`src/hdl/umcls_pkg.sv`:
```
package umcls_pkg;

    // ==========================================================
    // Clock and bit timing
    localparam int CLK_HZ = 50_000_000;
    localparam int BAUD_HZ = 115_200;
    localparam int BIT_CYC = CLK_HZ / BAUD_HZ;
    localparam int CNT_W = 9;
    localparam logic [CNT_W-1:0] BIT_LAST = CNT_W'(BIT_CYC - 1);
    localparam int DATA_BITS = 8;
    localparam logic [2:0] DATA_LAST = 3'(DATA_BITS - 1);

    // ==========================================================
    // Register map (byte addresses)
    localparam int ADR_W = 8;
    localparam logic [ADR_W-1:0] OFF_TX_DATA = 8'h00;
    localparam logic [ADR_W-1:0] OFF_FIFO_CTL = 8'h08;
    localparam logic [ADR_W-1:0] OFF_MODEM_CTL = 8'h10;
    localparam logic [ADR_W-1:0] OFF_LINE_STAT = 8'h14;
    localparam logic [ADR_W-1:0] OFF_IRQ_STAT = 8'h18;
    localparam logic [ADR_W-1:0] OFF_IRQ_EN = 8'h1C;
    localparam logic [ADR_W-1:0] OFF_IRQ_CLR = 8'h20;

    // ==========================================================
    // Field layouts and reset values
    localparam int MCTL_DTR = 0;
    localparam int MCTL_RTS = 1;
    localparam int MCTL_FLOW = 5;
    localparam logic [7:0] MCTL_WMASK = 8'h3F;
    localparam logic [7:0] MCTL_RST = 8'h00;
    localparam int FIFO_CTL_EN = 0;
    localparam int LSTAT_HOLD_EMPTY = 5;
    localparam int LSTAT_TX_EMPTY = 6;
    localparam int LSTAT_ERR_SUM = 7;
    localparam int IRQ_N = 2;
    localparam int IRQ_FERR = 0;
    localparam int IRQ_TEMT = 1;
    localparam logic [IRQ_N-1:0] IRQ_RST = 2'h0;

    // ==========================================================
    // Transmit shifter states, Gray coded along the frame
    typedef enum logic [1:0] {
        TX_IDLE = 2'b00,
        TX_START = 2'b01,
        TX_DATA = 2'b11,
        TX_STOP = 2'b10
    } umcls_tx_state_t;

endpackage

```
`src/hdl/umcls_flow.sv`:
```
`timescale 1ns/1ns
module umcls_flow (
    // Clock and reset
    input wire logic clk,
    input wire logic rst,
    // Control
    input wire logic [7:0] modem_ctl,
    input wire logic rx_above_trig,
    // Handshake pins and decoded modes
    output logic rts_n,
    output logic dtr_n,
    output logic auto_rts_en,
    output logic auto_cts_en
);

    // ==========================================================
    // Mode decode
    wire flow_en = modem_ctl[umcls_pkg::MCTL_FLOW];
    wire rts_bit = modem_ctl[umcls_pkg::MCTL_RTS];
    wire auto_rts_nxt = flow_en & rts_bit;
    wire auto_cts_nxt = flow_en;
    // In auto mode the receiver stops the far end once it holds too much.
    wire rts_n_nxt = auto_rts_nxt ? rx_above_trig : ~rts_bit;
    wire dtr_n_nxt = ~modem_ctl[umcls_pkg::MCTL_DTR];

    // ==========================================================
    // Pin registers
    always_ff @(posedge clk) begin
        if (rst) begin
            rts_n <= 1'b1;
            dtr_n <= 1'b1;
            auto_rts_en <= 1'b0;
            auto_cts_en <= 1'b0;
        end else begin
            rts_n <= rts_n_nxt;
            dtr_n <= dtr_n_nxt;
            auto_rts_en <= auto_rts_nxt;
            auto_cts_en <= auto_cts_nxt;
        end
    end

endmodule

```
`src/hdl/umcls_txsh.sv`:
```
`timescale 1ns/1ns
module umcls_txsh (
    // Clock and reset
    input wire logic clk,
    input wire logic rst,
    // Character source
    input wire logic load_valid,
    input wire logic [7:0] load_data,
    input wire logic start_ok,
    output logic load_take,
    // Status and line
    output logic busy,
    output logic tx_out
);

    // ==========================================================
    // Frame sequencer
    umcls_pkg::umcls_tx_state_t state_r, state_nxt;
    logic [umcls_pkg::CNT_W-1:0] cnt_r, cnt_nxt;
    logic [2:0] bit_r, bit_nxt;
    logic [7:0] sh_r, sh_nxt;
    logic out_nxt;

    wire bit_end = (cnt_r == umcls_pkg::BIT_LAST);
    // A character is only started while start_ok is high; the top ties that to the far end only in auto CTS mode.
    assign load_take = (state_r == umcls_pkg::TX_IDLE) & load_valid & start_ok;
    assign busy = (state_r != umcls_pkg::TX_IDLE);

    always_comb begin
        state_nxt = state_r;
        cnt_nxt = bit_end ? '0 : cnt_r + 1'b1;
        bit_nxt = bit_r;
        sh_nxt = sh_r;
        out_nxt = tx_out;
        case (state_r)
            umcls_pkg::TX_IDLE: begin
                cnt_nxt = '0;
                out_nxt = 1'b1;
                if (load_take) begin
                    sh_nxt = load_data;
                    out_nxt = 1'b0;
                    state_nxt = umcls_pkg::TX_START;
                end
            end
            umcls_pkg::TX_START: begin
                if (bit_end) begin
                    out_nxt = sh_r[0];
                    bit_nxt = '0;
                    state_nxt = umcls_pkg::TX_DATA;
                end
            end
            umcls_pkg::TX_DATA: begin
                if (bit_end) begin
                    if (bit_r == umcls_pkg::DATA_LAST) begin
                        out_nxt = 1'b1;
                        state_nxt = umcls_pkg::TX_STOP;
                    end else begin
                        sh_nxt = {1'b0, sh_r[7:1]};
                        out_nxt = sh_r[1];
                        bit_nxt = bit_r + 1'b1;
                    end
                end
            end
            umcls_pkg::TX_STOP: begin
                if (bit_end) begin
                    state_nxt = umcls_pkg::TX_IDLE;
                end
            end
            default: begin
                state_nxt = umcls_pkg::TX_IDLE;
                out_nxt = 1'b1;
            end
        endcase
    end

    always_ff @(posedge clk) begin
        if (rst) begin
            state_r <= umcls_pkg::TX_IDLE;
            cnt_r <= '0;
            bit_r <= '0;
            sh_r <= 8'h00;
            tx_out <= 1'b1;
        end else begin
            state_r <= state_nxt;
            cnt_r <= cnt_nxt;
            bit_r <= bit_nxt;
            sh_r <= sh_nxt;
            tx_out <= out_nxt;
        end
    end

endmodule

```
`src/hdl/umcls_top.sv`:
```
`timescale 1ns/1ns
module umcls_top (
    // Clock and reset
    input wire logic clk,
    input wire logic rst,
    // Wishbone slave
    input wire logic wb_cyc_i,
    input wire logic wb_stb_i,
    input wire logic wb_we_i,
    input wire logic [7:0] wb_adr_i,
    input wire logic [3:0] wb_sel_i,
    input wire logic [31:0] wb_dat_i,
    output logic [31:0] wb_dat_o,
    output logic wb_ack_o,
    // Modem handshake
    input wire logic cts_n,
    output logic rts_n,
    output logic dtr_n,
    // Serial line
    output logic tx_out,
    // Receive FIFO side
    input wire logic rx_push,
    input wire logic rx_push_err,
    input wire logic rx_above_trig,
    // Transmit FIFO side
    input wire logic tx_fifo_empty,
    input wire logic [7:0] tx_fifo_data,
    output logic tx_fifo_push,
    output logic [7:0] tx_fifo_wdata,
    output logic tx_fifo_pop,
    // Interrupt
    output logic irq
);

    // ==========================================================
    // Address decode
    function automatic logic hit(input logic [7:0] adr, input logic [7:0] off);
        hit = (adr == off);
    endfunction

    wire req = wb_cyc_i & wb_stb_i & ~wb_ack_o;
    wire wr = req & wb_we_i & wb_sel_i[0];
    wire rd = req & ~wb_we_i;
    wire hit_tx = hit(wb_adr_i, umcls_pkg::OFF_TX_DATA);
    wire hit_fctl = hit(wb_adr_i, umcls_pkg::OFF_FIFO_CTL);
    wire hit_mctl = hit(wb_adr_i, umcls_pkg::OFF_MODEM_CTL);
    wire hit_lstat = hit(wb_adr_i, umcls_pkg::OFF_LINE_STAT);
    wire hit_ist = hit(wb_adr_i, umcls_pkg::OFF_IRQ_STAT);
    wire hit_ien = hit(wb_adr_i, umcls_pkg::OFF_IRQ_EN);
    wire hit_icl = hit(wb_adr_i, umcls_pkg::OFF_IRQ_CLR);
    wire [7:0] wbyte = wb_dat_i[7:0];

    // ==========================================================
    // Control and status state
    logic [7:0] mctl_r;
    logic fifo_en_r;
    logic [7:0] hold_r;
    logic hold_full_r;
    logic ferr_r;
    logic temt_prev_r;
    logic [umcls_pkg::IRQ_N-1:0] irq_stat_r;
    logic [umcls_pkg::IRQ_N-1:0] irq_en_r;
    logic auto_cts_en;
    logic tx_take;
    logic tx_busy;

    // ==========================================================
    // Handshake pins and flow mode
    umcls_flow u_flow (
        .clk(clk),
        .rst(rst),
        .modem_ctl(mctl_r),
        .rx_above_trig(rx_above_trig),
        .rts_n(rts_n),
        .dtr_n(dtr_n),
        .auto_rts_en(),
        .auto_cts_en(auto_cts_en)
    );

    // ==========================================================
    // Transmit path
    // The shifter loads from the holding register, or from the FIFO in FIFO mode.
    wire src_valid = fifo_en_r ? ~tx_fifo_empty : hold_full_r;
    wire [7:0] src_data = fifo_en_r ? tx_fifo_data : hold_r;
    wire start_ok = ~auto_cts_en | ~cts_n;

    umcls_txsh u_txsh (
        .clk(clk),
        .rst(rst),
        .load_valid(src_valid),
        .load_data(src_data),
        .start_ok(start_ok),
        .load_take(tx_take),
        .busy(tx_busy),
        .tx_out(tx_out)
    );

    wire tx_wr = wr & hit_tx;
    wire hold_full_nxt = (~fifo_en_r & tx_wr) | (hold_full_r & ~(tx_take & ~fifo_en_r));
    wire [7:0] hold_nxt = (~fifo_en_r & tx_wr) ? wbyte : hold_r;
    // The transmitter is empty only when no character waits anywhere.
    wire store_empty = fifo_en_r ? tx_fifo_empty : ~hold_full_r;
    wire temt = store_empty & ~tx_busy;
    wire thre = store_empty;

    // ==========================================================
    // Line status
    wire lstat_rd = rd & hit_lstat;
    // A new error arriving in the same cycle as the read survives it.
    wire ferr_nxt = (rx_push & rx_push_err) | (ferr_r & ~lstat_rd);
    wire [7:0] lstat_val = {ferr_r, temt, thre, 5'h00};

    // ==========================================================
    // Interrupt status, set wins over clear
    wire [umcls_pkg::IRQ_N-1:0] ev;
    wire [umcls_pkg::IRQ_N-1:0] clr = (wr & hit_icl) ? wbyte[umcls_pkg::IRQ_N-1:0] : '0;
    wire [umcls_pkg::IRQ_N-1:0] irq_stat_nxt;
    assign ev[umcls_pkg::IRQ_FERR] = rx_push & rx_push_err;
    assign ev[umcls_pkg::IRQ_TEMT] = temt & ~temt_prev_r;

    genvar gi;
    generate
        for (gi = 0; gi < umcls_pkg::IRQ_N; gi = gi + 1) begin : g_irq
            assign irq_stat_nxt[gi] = ev[gi] | (irq_stat_r[gi] & ~clr[gi]);
        end
    endgenerate

    wire irq_nxt = |(irq_stat_nxt & irq_en_r);

    // ==========================================================
    // Register writes
    wire [7:0] mctl_nxt = (wr & hit_mctl) ? (wbyte & umcls_pkg::MCTL_WMASK) : mctl_r;
    wire fifo_en_nxt = (wr & hit_fctl) ? wbyte[umcls_pkg::FIFO_CTL_EN] : fifo_en_r;
    wire [umcls_pkg::IRQ_N-1:0] irq_en_nxt =
        (wr & hit_ien) ? wbyte[umcls_pkg::IRQ_N-1:0] : irq_en_r;

    // ==========================================================
    // Read data
    wire [7:0] rd_byte =
        hit_mctl ? mctl_r :
        hit_lstat ? lstat_val :
        hit_fctl ? {7'h00, fifo_en_r} :
        hit_ist ? {6'h00, irq_stat_r} :
        hit_ien ? {6'h00, irq_en_r} : 8'h00;
    wire [31:0] dat_nxt = rd ? {24'h000000, rd_byte} : 32'h00000000;

    // ==========================================================
    // Flip-flops
    always_ff @(posedge clk) begin
        if (rst) begin
            mctl_r <= umcls_pkg::MCTL_RST;
            fifo_en_r <= 1'b0;
            hold_r <= 8'h00;
            hold_full_r <= 1'b0;
            ferr_r <= 1'b0;
            temt_prev_r <= 1'b1;
            irq_stat_r <= umcls_pkg::IRQ_RST;
            irq_en_r <= umcls_pkg::IRQ_RST;
            irq <= 1'b0;
            wb_ack_o <= 1'b0;
            wb_dat_o <= 32'h00000000;
        end else begin
            mctl_r <= mctl_nxt;
            fifo_en_r <= fifo_en_nxt;
            hold_r <= hold_nxt;
            hold_full_r <= hold_full_nxt;
            ferr_r <= ferr_nxt;
            temt_prev_r <= temt;
            irq_stat_r <= irq_stat_nxt;
            irq_en_r <= irq_en_nxt;
            irq <= irq_nxt;
            wb_ack_o <= req;
            wb_dat_o <= dat_nxt;
        end
    end

    // ==========================================================
    // Transmit FIFO strobes
    always_ff @(posedge clk) begin
        if (rst) begin
            tx_fifo_push <= 1'b0;
            tx_fifo_wdata <= 8'h00;
            tx_fifo_pop <= 1'b0;
        end else begin
            tx_fifo_push <= fifo_en_r & tx_wr;
            tx_fifo_wdata <= tx_wr ? wbyte : tx_fifo_wdata;
            tx_fifo_pop <= fifo_en_r & tx_take;
        end
    end

endmodule

```
`config.mk`:
```
export PLATFORM = sky130hd
export DESIGN_NAME = umcls_top
export DESIGN_NICKNAME = d
export VERILOG_FILES = /design/src/hdl/umcls_pkg.sv /design/src/hdl/umcls_flow.sv /design/src/hdl/umcls_txsh.sv /design/src/hdl/umcls_top.sv
export SDC_FILE = /design/constraint.sdc
export NUM_CORES = 1
export LEC_CHECK = 0
export BUFFER_PORTS_ARGS = -buffer_cell sky130_fd_sc_hd__buf_2
export CORE_UTILIZATION = 54
export CTS_BUF_LIST = sky130_fd_sc_hd__clkbuf_8 sky130_fd_sc_hd__clkbuf_16
export DETAILED_ROUTE_END_ITERATION = 8
export PLACE_DENSITY = 0.95
export SLEW_MARGIN = 10
export SYNTH_ARGS = -nofsm -noshare
export SYNTH_HDL_FRONTEND = slang
export SYNTH_HIERARCHICAL = 1
export SYNTH_SLANG_ARGS = --single-unit
```
`constraint.sdc`:
```
create_clock -name clk -period 3.2 [get_ports clk]
set_input_delay 0.32 -clock clk [delete_from_list [all_inputs] [get_ports clk]]
set_output_delay 0.32 -clock clk [all_outputs]
set_load 0.02 [all_outputs]
```
==> results.toml <==
[cts]
cts_tree = "yes"
clock_path_buffers = 2
clk_latency_ns = 0.34
htreeDepth = 3
cts_sinks = 68
cts.clk_slew.worst_paths_ns = 0.07
post-cts-setup-buffers = 0
cts_buffers = 9
ctsHoldBuffers = 0
cts_resized = 0
root_buffer = "clkbuf_8"

[layout]
layout_commonest_cell = "dfxtp_1"
mostFrequentLayoutCells = "68 x dfxtp_1, 57 x buf_2, 47 x nor2_1"
utilization_pct = 63.93
diodes = 0
layout-drive-gt1-share_pct = 23.98
final_nets = 454
area_growth_pct = 12.79
finalInstanceArea_mm2 = 0.003542

[setup_path]
r2r_setup_slack_ns = 1.0
arrival_ns = 2.38
r2r_start = "fifo_en_r"
cp.required_ns = 3.38
startpoint_type = "register"
worstPathCellList = "mux2i_1 -> nand3_1 -> a221oi_1 -> a311oi_1"
worstSetupPathType = "reg -> reg"
crit_fanout = 16
cp-end-kind = "register"
reg2reg_depth = 4
cpPeakStageDelay_ns = 0.68
worst_r2r_endpoint = "u_txsh/sh_r[0]"
cp_slowest_cell = "dfxtp_1"

[sta]
tns_ns = 0
hold_violations = 0
fin_skew_ns = 0.009967
rsz0062_at_grt = "no"
setup_violations = 0
timing.fmax_mhz = 454.2
slew-limit-headroom_pct = 38.92
period_needed_ns = 2.202
fin_crit_sh_pct = 68.80
worst_slew_pin_slew_ns = 0.9078
fin_ws_ns = 0.9985
slew_violations = 0
holdWs_ns = 0.2036

[routing]
drc = 0
wl_um = 6090
highest_layer = "met4"
antenna_left = 0
vias = 2439
wl_met1_um = 2703
first_iter_violations = 197
firstDrtPassIters = 4
drt-vias-per-instance = 5.256
met3_length_um = 390
wire_per_inst_um = 13.13
met2_length_um = 2902

[place]
place_hpwl_um = 4386
port_buffers = 57
placed_cell_area_mm2 = 0.003358
pre_cts_slack_ns = 0.9020
place_congestion = 0.8473

[flow_run]
drv_cap = 0

[worst_hold_path]
hold_start = "rx_above_trig"
min_path_type = "in -> reg"
holdPathStages = 3
min_to = "u_flow/rts_n"

[synth]
synthCells = 334
synth_warnings = 6
synth_area_mm2 = 0.003141
avgSynthCellArea_um2 = 9.403

[global_route]
grt_usage_pct = 21.30
grt_pass1_vias = 2239
grt_max_degree = 55
grt_pass1_wl_um = 10050
antenna_found_initial = 0
grt_overflow = 0

[power]
leakagePower_nw = 1.556
p_comb_share_pct = 5.5
p_int_w = 0.001242
power_frac_seq_pct = 53.2
switching_power_w = 0.0003565
cellPowerDensity_mw_per_mm2 = 451.3
ir_worst_vdd_v = 0.0002409
switching_share_pct = 22.30
pwr-share-clk_pct = 41.3

[status]
status = "completed"

[floorplanning]
rows = 27
ios = 109
start_util_pct = 56.68
dieWidth_um = 78.26
core_area_mm2 = 0.005540
die_h_um = 78.26
die_area_mm2 = 0.006125
power groups by stage:
stage / logic [W] / registers, W / clock network [W]
after floorplan: 0.0000748 / 0.000869 / 0
after global placement: 0.0000854 / 0.000869 / 0
after detailed placement: 0.0000870 / 0.000869 / 0
after CTS: 0.0000871 / 0.000850 / 0.000673
after global routing: 0.0000962 / 0.000849 / 0.000713
final: 0.0000882 / 0.000850 / 0.000660
critical path, delay by kind of cell, from the launching register on:
family / cells / cell delay, ns
muxes: 1 / 0.31
and+or+nand+nor: 1 / 0.48
AOI/OAI and AO/OA: 2 / 0.58
DFF: 1 / 0.68
worst max-delay path by stage:
stage               depth (start not counted)         from  slack [ns]                to
floorplan                                   5  wb_adr_i[2]        1.34         mctl_r[5]
global placement                            5  wb_adr_i[2]        0.98  tx_fifo_wdata[7]
detailed placement                          5  wb_adr_i[2]        0.90  tx_fifo_wdata[4]
CTS                                         4    fifo_en_r        1.02    u_txsh/sh_r[0]
global route                                4    fifo_en_r        0.81    u_txsh/sh_r[0]
finish                                      4    fifo_en_r         1.0    u_txsh/sh_r[0]
layer usage:
layer / track usage (%) / up-vias
li1: - / 1217
met1: 25.91 / 1112
met2: 34.47 / 100
met3: 5.930 / 10
met4: 10.56 / 0
met5: 0 / -
per-stage QoR:
step	std cells	total power, W
CTS	464	0.001609
global route	464	0.001659
finish	464	0.001598
floorplan	357	0.0009441
detailed placement	449	0.0009559
global placement	449	0.0009542
sequential cells by signal (all words and copies together), names as in the netlist:
signal	count
hold_full_r	1
temt_prev_r	1
ferr_r	1
hold_r	8
irq_stat_r	2
u_txsh/tx_out	1
u_txsh/cnt_r	9
wb_ack_o	1
tx_fifo_push	1
u_txsh/sh_r	8
mctl_r	6
u_flow/dtr_n	1
u_flow/auto_cts_en	1
tx_fifo_wdata	8
u_txsh/state_r	2
u_txsh/bit_r	3
fifo_en_r	1
irq_en_r	2
u_flow/rts_n	1
tx_fifo_pop	1
irq	1
wb_dat_o	8
layout make-up:
| type | count | area, µm² |
|---|---|---|
| fill | 455 | 1998 |
| multi-input combinational | 234 | 1550 |
| sequential | 68 | 1361 |
| timing repair buffer | 58 | 292.8 |
| clock buffer | 10 | 137.6 |
| tap | 72 | 90.09 |
| inverter | 17 | 63.81 |
| clock inverter | 5 | 46.29 |
(Power assumes the default switching activity.)
